`config.mk`:
```
export PLATFORM = sky130hd
export DESIGN_NAME = windowed_supervisor
export DESIGN_NICKNAME = d
export VERILOG_FILES = /design/src/windowed_supervisor.v /design/src/trigger_edge_filter.v /design/src/window_timer.v
export VERILOG_INCLUDE_DIRS = /design/src
export SDC_FILE = /design/constraint.sdc
export NUM_CORES = 2
export LEC_CHECK = 0
export BUFFER_PORTS_ARGS = -buffer_cell sky130_fd_sc_hd__buf_2
export CAP_MARGIN = 25
export CORE_MARGIN = 1.5
export CORE_UTILIZATION = 25
export CTS_CLUSTER_SIZE = 20
export DETAILED_ROUTE_END_ITERATION = 8
export SLEW_MARGIN = 10
export SYNTH_ARGS = -nofsm -noshare
export SYNTH_HDL_FRONTEND = slang
export SYNTH_HIERARCHICAL = 1
export SYNTH_SLANG_ARGS = --single-unit
export TNS_END_PERCENT = 5
```
`constraint.sdc`:
```
create_clock -name clk_i -period 9.4 [get_ports clk_i]
set_input_delay 0.47 -clock clk_i [delete_from_list [all_inputs] [get_ports clk_i]]
set_output_delay 0.47 -clock clk_i [all_outputs]
set_load 0.005 [all_outputs]
```
`src/wwd_defs.vh`:
```
// Timing and field constants of the windowed supervisor
`ifndef WWD_DEFS_VH
`define WWD_DEFS_VH
`define CLK_PERIOD_NS        8
`define LOW_LONG_MS          600
`define LOW_SHORT_MS         60
`define LOW_LONG_CYC         ((`LOW_LONG_MS * 1000000) / `CLK_PERIOD_NS)
`define LOW_SHORT_CYC        ((`LOW_SHORT_MS * 1000000) / `CLK_PERIOD_NS)
`define ERR_INC              8'h02
`define ERR_DEC              8'h01
`define ERR_W                8
`define ERR_RST              8'h00
`define ERR_LIMIT_RST        8'h09
`define SAMPLE_CYC           16'h0001
`define CYC_UNIT_RST         32'h000004E2
`define OW_CNT_RST           16'h000A
`define CW_CNT_RST           16'h000A
`define SRC_SPI              1'b0
`define SRC_PIN              1'b1
`endif

```
`src/windowed_supervisor.v`:
```
// Window watchdog supervising the microcontroller
`timescale 1ns/1ps
`include "wwd_defs.vh"

// What this block does
// - Trigger source pin edge or command; command default
// - Each trigger gives verdict, ends open window
// - Valid trigger starts a closed window
// - Missed open trigger: invalid, reopen
// - Accumulated errors pull reset output low
// - Open and closed window lengths are cycle time times count
// - Error threshold is software writable
// - Reset release starts a long open window
// - Default: long window takes command trigger only
// - Reconfiguring in long window restarts regular window
// - Long window expiry adds no error, raises no interrupt
// - Init timeout: soft reset, new long window
// - Second failed long window: hard fault
// - Valid long-window trigger starts configured closed window
// - Trigger in closed window: invalid, reopen early
// - Invalid adds two and raises interrupt
// - Closed window expiry starts open window
// - Valid open trigger subtracts one above zero
// - Verdict is internal, feeds error counter and interrupt
// - Pin valid after two highs, two lows
// - Long window 600 ms or 60 ms
// - Rising pin edge never triggers
// - Errors accumulate until threshold resets
module windowed_supervisor #(
  parameter LOW_LONG_CYC  = `LOW_LONG_CYC,
  parameter LOW_SHORT_CYC = `LOW_SHORT_CYC,
  parameter INIT_CYC      = `LOW_LONG_CYC,
  parameter SAMPLE_CYC    = 16,
  parameter RST_HOLD_CYC  = 16
) (
  input  wire                clk_i,
  input  wire                rstn_i,
  input  wire                trigger_input_pin_i,
  input  wire                cmd_write_i,
  input  wire                trigger_source_i,
  input  wire                trigger_source_we_i,
  input  wire                cycle_time_select_i,
  input  wire [31:0]         cycle_unit_i,
  input  wire [15:0]         open_window_count_i,
  input  wire [15:0]         closed_window_setting_i,
  input  wire                timing_we_i,
  input  wire [`ERR_W-1:0]   error_count_limit_i,
  input  wire                error_count_limit_we_i,
  output reg                 mcu_reset_output_o,
  output reg                 wdg_irq_o,
  output reg                 fault_o,
  output reg                 regulators_off_o,
  output reg  [`ERR_W-1:0]   error_count_o,
  output reg  [1:0]          window_state_o
);
  ////////////////////////////////////////////////////////////////////////////
  // States
  localparam ST_OFF    = 3'd0;
  localparam ST_LONG   = 3'd1;
  localparam ST_CLOSED = 3'd2;
  localparam ST_OPEN   = 3'd3;
  localparam ST_RESET  = 3'd4;
  localparam ST_FAULT  = 3'd5;

  // Status codes of the window state copy
  localparam WS_IDLE   = 2'h0;
  localparam WS_LONG   = 2'h1;
  localparam WS_CLOSED = 2'h2;
  localparam WS_OPEN   = 2'h3;

  reg [2:0]        state_q;
  reg              src_q;
  reg [31:0]       unit_q;
  reg [15:0]       ow_q;
  reg [15:0]       cw_q;
  reg [`ERR_W-1:0] limit_q;
  reg [`ERR_W-1:0] err_q;
  reg              second_long_q;
  reg [31:0]       init_q;
  reg [15:0]       hold_q;
  reg              load;
  reg [31:0]       len;
  reg              verdict_ev;
  reg              verdict_ok;
  wire             pin_fall;
  wire             expire;
  wire             trig;
  // Window lengths in clock cycles
  wire [31:0]      ow_len = unit_q * {16'h0000, ow_q};
  wire [31:0]      cw_len = unit_q * {16'h0000, cw_q};
  // Open length from settings being written, so a rewrite takes effect at once
  wire [31:0]      ow_len_new = cycle_unit_i * {16'h0000, open_window_count_i};
  wire [31:0]      low_len = cycle_time_select_i ? LOW_LONG_CYC : LOW_SHORT_CYC;
  wire [`ERR_W:0]  err_add = {1'b0, err_q} + {1'b0, `ERR_INC};
  wire             reconf = trigger_source_we_i | timing_we_i;

  ////////////////////////////////////////////////////////////////////////////
  // Trigger sources
  trigger_edge_filter #(
    .SAMPLE_CYC (SAMPLE_CYC)
  ) u_filter (
    .clk_i  (clk_i),
    .rstn_i (rstn_i),
    .pin_i  (trigger_input_pin_i),
    .fall_o (pin_fall)
  );

  // Selected trigger only; pin ignored when command selected
  assign trig = (src_q == `SRC_PIN) ? pin_fall : cmd_write_i;

  // One timer serves every window, reloaded at each change
  window_timer #(
    .W (32)
  ) u_timer (
    .clk_i    (clk_i),
    .rstn_i   (rstn_i),
    .load_i   (load),
    .len_i    (len),
    .expire_o (expire)
  );

  ////////////////////////////////////////////////////////////////////////////
  // Configuration, writable while running
  always @(posedge clk_i) begin
    if (!rstn_i) begin
      src_q   <= `SRC_SPI;
      unit_q  <= `CYC_UNIT_RST;
      ow_q    <= `OW_CNT_RST;
      cw_q    <= `CW_CNT_RST;
      limit_q <= `ERR_LIMIT_RST;
    end else begin
      if (trigger_source_we_i)
        src_q <= trigger_source_i;
      if (timing_we_i) begin
        unit_q <= cycle_unit_i;
        ow_q   <= open_window_count_i;
        cw_q   <= closed_window_setting_i;
      end
      if (error_count_limit_we_i)
        limit_q <= error_count_limit_i;
    end
  end

  ////////////////////////////////////////////////////////////////////////////
  // Window sequencing, produces internal verdict
  always @* begin
    load       = 1'b0;
    len        = ow_len;
    verdict_ev = 1'b0;
    verdict_ok = 1'b0;
    case (state_q)
      // Wait for reset output release
      ST_OFF: begin
        if (mcu_reset_output_o) begin
          load = 1'b1;
          len  = low_len;
        end
      end
      // Long window ends on trigger or reconfiguration
      ST_LONG: begin
        if (trig) begin
          verdict_ev = 1'b1;
          verdict_ok = 1'b1;
          load       = 1'b1;
          len        = cw_len;
        end else if (reconf) begin
          load = 1'b1;
          len  = timing_we_i ? ow_len_new : ow_len;
        end
      end
      // Open window: trigger valid, expiry invalid
      ST_OPEN: begin
        if (trig) begin
          verdict_ev = 1'b1;
          verdict_ok = 1'b1;
          load       = 1'b1;
          len        = cw_len;
        end else if (expire) begin
          verdict_ev = 1'b1;
          load       = 1'b1;
          len        = ow_len;
        end
      end
      // Closed window: trigger invalid, expiry reopens
      ST_CLOSED: begin
        if (trig) begin
          verdict_ev = 1'b1;
          load       = 1'b1;
          len        = ow_len;
        end else if (expire) begin
          load = 1'b1;
          len  = ow_len;
        end
      end
      default: begin
        load = 1'b0;
      end
    endcase
  end

  ////////////////////////////////////////////////////////////////////////////
  // State, error counter, reset output and interrupt
  always @(posedge clk_i) begin
    if (!rstn_i) begin
      state_q            <= ST_OFF;
      err_q              <= `ERR_RST;
      second_long_q      <= 1'b0;
      init_q             <= 32'h00000000;
      hold_q             <= 16'h0000;
      mcu_reset_output_o <= 1'b0;
      wdg_irq_o          <= 1'b0;
      fault_o            <= 1'b0;
      regulators_off_o   <= 1'b0;
    end else begin
      wdg_irq_o <= 1'b0;
      case (state_q)
        // Release reset output, then open the long window
        ST_OFF: begin
          mcu_reset_output_o <= 1'b1;
          if (mcu_reset_output_o) begin
            state_q <= ST_LONG;
            init_q  <= 32'h00000000;
            err_q   <= `ERR_RST;
          end
        end
        // Long window: trigger, reconfiguration or loss
        ST_LONG: begin
          init_q <= init_q + 32'h00000001;
          if (trig) begin
            state_q       <= ST_CLOSED;
            second_long_q <= 1'b0;
          end else if (reconf) begin
            state_q       <= ST_OPEN;
            second_long_q <= 1'b0;
          end else if (expire || init_q >= INIT_CYC - 1) begin
            // Long window lost: soft reset, then hard fault
            if (second_long_q) begin
              state_q          <= ST_FAULT;
              fault_o          <= 1'b1;
              regulators_off_o <= 1'b1;
              mcu_reset_output_o <= 1'b0;
            end else begin
              state_q            <= ST_RESET;
              second_long_q      <= 1'b1;
              mcu_reset_output_o <= 1'b0;
              hold_q             <= 16'h0000;
            end
          end
        end
        ST_RESET: begin
          // Soft reset pulse, no interrupt raised
          hold_q <= hold_q + 16'h0001;
          if (hold_q >= RST_HOLD_CYC - 1)
            state_q <= ST_OFF;
        end
        // Regular windows: next window and error count
        ST_OPEN, ST_CLOSED: begin
          if (trig && state_q == ST_OPEN)
            state_q <= ST_CLOSED;
          else if (load)
            state_q <= ST_OPEN;
          // Verdict drives error counter and interrupt
          if (verdict_ev && verdict_ok) begin
            if (err_q != {`ERR_W{1'b0}})
              err_q <= err_q - `ERR_DEC;
          end else if (verdict_ev) begin
            wdg_irq_o <= 1'b1;
            if (err_add >= {1'b0, limit_q}) begin
              err_q              <= `ERR_RST;
              state_q            <= ST_RESET;
              mcu_reset_output_o <= 1'b0;
              hold_q             <= 16'h0000;
              second_long_q      <= 1'b0;
            end else begin
              err_q <= err_add[`ERR_W-1:0];
            end
          end
        end
        // Failure holds reset output low
        ST_FAULT: begin
          mcu_reset_output_o <= 1'b0;
        end
        default: begin
          state_q <= ST_OFF;
        end
      endcase
    end
  end

  // Status copies
  always @(posedge clk_i) begin
    if (!rstn_i) begin
      error_count_o  <= `ERR_RST;
      window_state_o <= WS_IDLE;
    end else begin
      error_count_o  <= err_q;
      window_state_o <= (state_q == ST_LONG) ? WS_LONG : (state_q == ST_CLOSED) ? WS_CLOSED :
                        (state_q == ST_OPEN) ? WS_OPEN : WS_IDLE;
    end
  end
endmodule

```
`src/trigger_edge_filter.v`:
```
// Falling edge qualifier for the trigger input pin
`timescale 1ns/1ps
module trigger_edge_filter #(
  parameter SAMPLE_CYC = 16
) (
  input  wire clk_i,
  input  wire rstn_i,
  input  wire pin_i,
  output reg  fall_o
);
  reg        sync1_q;
  reg        sync2_q;
  reg [15:0] div_q;
  reg [3:0]  hist_q;
  wire       tick = (div_q == SAMPLE_CYC[15:0] - 16'h0001);

  // Two-stage synchroniser
  always @(posedge clk_i) begin
    if (!rstn_i) begin
      sync1_q <= 1'b0;
      sync2_q <= 1'b0;
    end else begin
      sync1_q <= pin_i;
      sync2_q <= sync1_q;
    end
  end

  // Sample history, two highs then two lows
  always @(posedge clk_i) begin
    if (!rstn_i) begin
      div_q  <= 16'h0000;
      hist_q <= 4'h0;
      fall_o <= 1'b0;
    end else begin
      div_q  <= tick ? 16'h0000 : div_q + 16'h0001;
      fall_o <= 1'b0;
      if (tick) begin
        hist_q <= {hist_q[2:0], sync2_q};
        fall_o <= ({hist_q[2:0], sync2_q} == 4'hC); // Decided at second low
      end
    end
  end
endmodule

```
`src/window_timer.v`:
```
// Loadable down counter that times one window
`timescale 1ns/1ps
module window_timer #(
  parameter W = 32
) (
  input  wire         clk_i,
  input  wire         rstn_i,
  input  wire         load_i,
  input  wire [W-1:0] len_i,
  output wire         expire_o
);
  reg [W-1:0] cnt_q;
  reg         run_q;
  assign expire_o = run_q && (cnt_q == {W{1'b0}});

  // Count down to zero once loaded
  always @(posedge clk_i) begin
    if (!rstn_i) begin
      cnt_q <= {W{1'b0}};
      run_q <= 1'b0;
    end else if (load_i) begin
      cnt_q <= (len_i == {W{1'b0}}) ? {W{1'b0}} : len_i - {{(W-1){1'b0}}, 1'b1};
      run_q <= 1'b1;
    end else if (expire_o) begin
      run_q <= 1'b0;
    end else if (run_q) begin
      cnt_q <= cnt_q - {{(W-1){1'b0}}, 1'b1};
    end
  end
endmodule

```
==> impl_results.md <==
- Post-Syn Nets: 6,622
- Startpoint Class: register
- Async SR Flop Fraction: 0
- Final Setup Violations: 0
- Most common cell after layout, fill and taps aside: inv_1
- Synth top area share: 0.401
- Layout Skew: 0.0506 ns
- Pwr dens: 296 mW/mm2
- Mapped Cells: 5,416
- Max-slew headroom: 0.224
- Highest metal used: met5
- Final hold viol count: 0
- First DRT Iteration DRCs: 2,587
- Clock Path Buffers: 3
- Arr. time, crit path: 9.54 ns
- Worst-path clk slew: 0.08 ns
- Die X: 430 um
- # port buffers: 94
- Nets@finish: 6,553
- Met1 WL: 59.6 mm
- Core Rows: 156
- Worst skew pair latency: 0.61 ns
- Drt via density: 4.77
- Outcome: complete, no violations
- Initial core utilization: 0.252
- Commonest non-fill, non-tap cells in the layout: inv_1 (1,087), fa_1 (912), nand2_1 (881)
- WL met2: 65.1 mm
- Pin count of the biggest net entering global routing: 70
- Vias in the first global route: 38,654
- Leakage: 22.6 nW
- Detail Placement HPWL: 111 mm
- Gpl congestion: 0.940
- Residual DRC: 0
- WL per Instance: 18.2 um
- Number of synthesized register bits: 201
- Multi-input logic area: 0.0363 mm2
- RSZ-0062 raised after global routing: false
- Worst min path class: input port to register
- Worst path max stage delay: 0.95 ns
- Antenna-violating nets left: 0
- Final instance area: 0.0496 mm2
- FMAX: 110 MHz
- Ports: 95
- CTS Sinks: 201
- Crit end category: register
- Slew Limit Fails: 0
- Cell Area, Synth: 0.0455 mm2
- CTS tree: yes
- Syn avg cell area: 8.40 um2
- First-pass GRT wire length: 224 mm
- Most common cell on crit path: fa_1
- Worst-path fanout max: 23
- Crit-path slowest cell: dfxtp_1
- Layout cells sized above 1: 0.0565
- CP Buf/Inv Count: 3
- Initial antenna violation count: 16
- Die area: 0.185 mm2
- Post-Route WL: 141 mm
- Worst Tran Pin Value: 1.16 ns
- Met3 WL: 10.8 mm
- Max-cap violations: 0
- Area Growth Syn to Fin: 8.94%
- Post-synth top flop: dfxtp_1
- Final min period: 9.08 ns
- Clock H-tree levels: 1
- Sequential cell area: 0.00403 mm2
- Peak VDD IR: 0.556 mV
- Top cells by area, synth: fa_1 (40%), inv_1 (9.0%), dfxtp_1 (8.8%)
- Routed via count: 36,934
- Total power: 0.0146 W
- Critical path type: register to register
- Synth warn: 6
- Die height: 430 um
- WP data required: 9.86 ns
- EDFF count, synth: 0
- Placed cell area: 0.0487 mm2
- Worst path top cell family by delay: adder cells
- Post-synth cell types: 100
- GRT overflow: 0
- Area of the core: 0.181 mm2
- Final TNS setup: 0 ns
- Period utilisation layout: 0.966
- CTS buffer count: 25
- Final-layout fill cell count: 19,343
- CTS root buf: clkbuf_16
- Sequential fraction of the synthesis area: 0.0884
- Pre-antenna DRT Iters: 5
- Gr usage total: 0.153
- Cts hold-fix bufs: 0
- Post-synth top area cell: fa_1
[worst paths after layout]
path	start	slack, ns	cells after the start	to
worst max register to register	cw_q[2]	0.32	26	u_timer/cnt_q[9]
worst min register to register	u_filter/sync2_q	0.43	1	u_filter/fall_o
worst max-delay path	cw_q[2]	0.32	26	u_timer/cnt_q[9]
worst min-delay path	closed_window_setting_i[3]	0.08	3	cw_q[3]
[repair_timing]
item / 4_1_cts / 5_1_grt
setup endpoints to repair: 0 / 2
gates resized for setup: 0 / 1
setup buffers: 0 / 0
[synthesized netlist by cell type (22+ instances only)]
library cell,n
o211ai_1,32
nor3_1,43
xnor2_1,142
fa_1,912
nand2b_1,22
o21ai_0,76
a21o_1,35
nor4_1,38
nor2_1,208
ha_1,213
nand3_1,90
mux2i_1,80
a21oi_1,130
and2_1,442
or4_1,27
nand4_1,35
xor2_1,53
o21a_1,25
dfxtp_1,201
clkbuf_1,279
inv_1,1087
nand2_1,881
or3_1,28
[where the power goes]
| group | switching (W) | internal, W |
|---|---|---|
| sequential | 0.000177 | 0.000930 |
| combinational | 0.00774 | 0.00471 |
| clock | 0.000455 | 0.000633 |
[through the flow]
step	util	setup WS, ns	instances	hold WS (ns)
global route	0.274	0.0370	7739	0.0925
global placement	0.269	0.627	7687	0.423
finish	0.274	0.316	7739	0.0845
CTS	0.274	0.422	7732	0.0520
detailed placement	0.269	0.496	7689	0.425
floorplan	-	1.43	5416	0.398
[sequential cells by signal, indices dropped and copies added, names as in the netlist, 2 cells and up]
name	cells
error_count_o	8
u_filter/div_q	16
ow_q	16
unit_q	32
hold_q	16
err_q	8
u_filter/hist_q	3
init_q	32
cw_q	16
window_state_o	2
limit_q	8
state_q	3
u_timer/cnt_q	32
[cell families (layout without fill, tap and decap cells)]
kind of cell,after synthesis,after routing,share of synthesized area
AO/OA/AOI/OAI,503,503,0.0748
XOR/XNOR,195,195,0.0375
adder cells (fa/ha/maj),1125,1125,0.460
buffers and inverters,1383,1330,0.115
flip-flops,201,201,0.0884
multiplexers,84,84,0.0187
other,0,6,0
AND/OR/NAND/NOR,1925,1925,0.206
[worst register-to-register path: stages, from the launching register on]
cell and delay (ns):
dfxtp_1 0.95, buf_4 0.31, nand2_1 0.08, fa_1 0.53, fa_1 0.47, fa_1 0.54
fa_1 0.56, inv_1 0.05, fa_1 0.49, fa_1 0.42, ha_1 0.35, a21o_1 0.18
a21o_1 0.21, a31o_2 0.24, nor4_1 0.23, o31ai_1 0.10, buf_4 0.15, nand4_1 0.12
a31oi_1 0.16, or2_0 0.26, a32oi_1 0.32, o21ai_1 0.23, or4_1 0.63, or2_1 0.37
o311a_1 0.61, a22oi_1 0.26, nand2_1 0.08
[metal layers]
layer,global-route usage,up-vias
met5,0,-
met2,0.251,1472
met4,0.0545,2
li1,-,16373
met1,0.204,18777
met3,0.0217,310
[layout make-up]
cell class	count	area share
diodes	6	0.000303
flip-flops and latches	201	0.0814
clock buffers	33	0.0140
well taps	2370	0.0598
inverters	1088	0.0825
multi-input cells	3832	0.732
clock inverters	10	0.00361
repair buffers	199	0.0266
(Power assumes the default switching activity.)
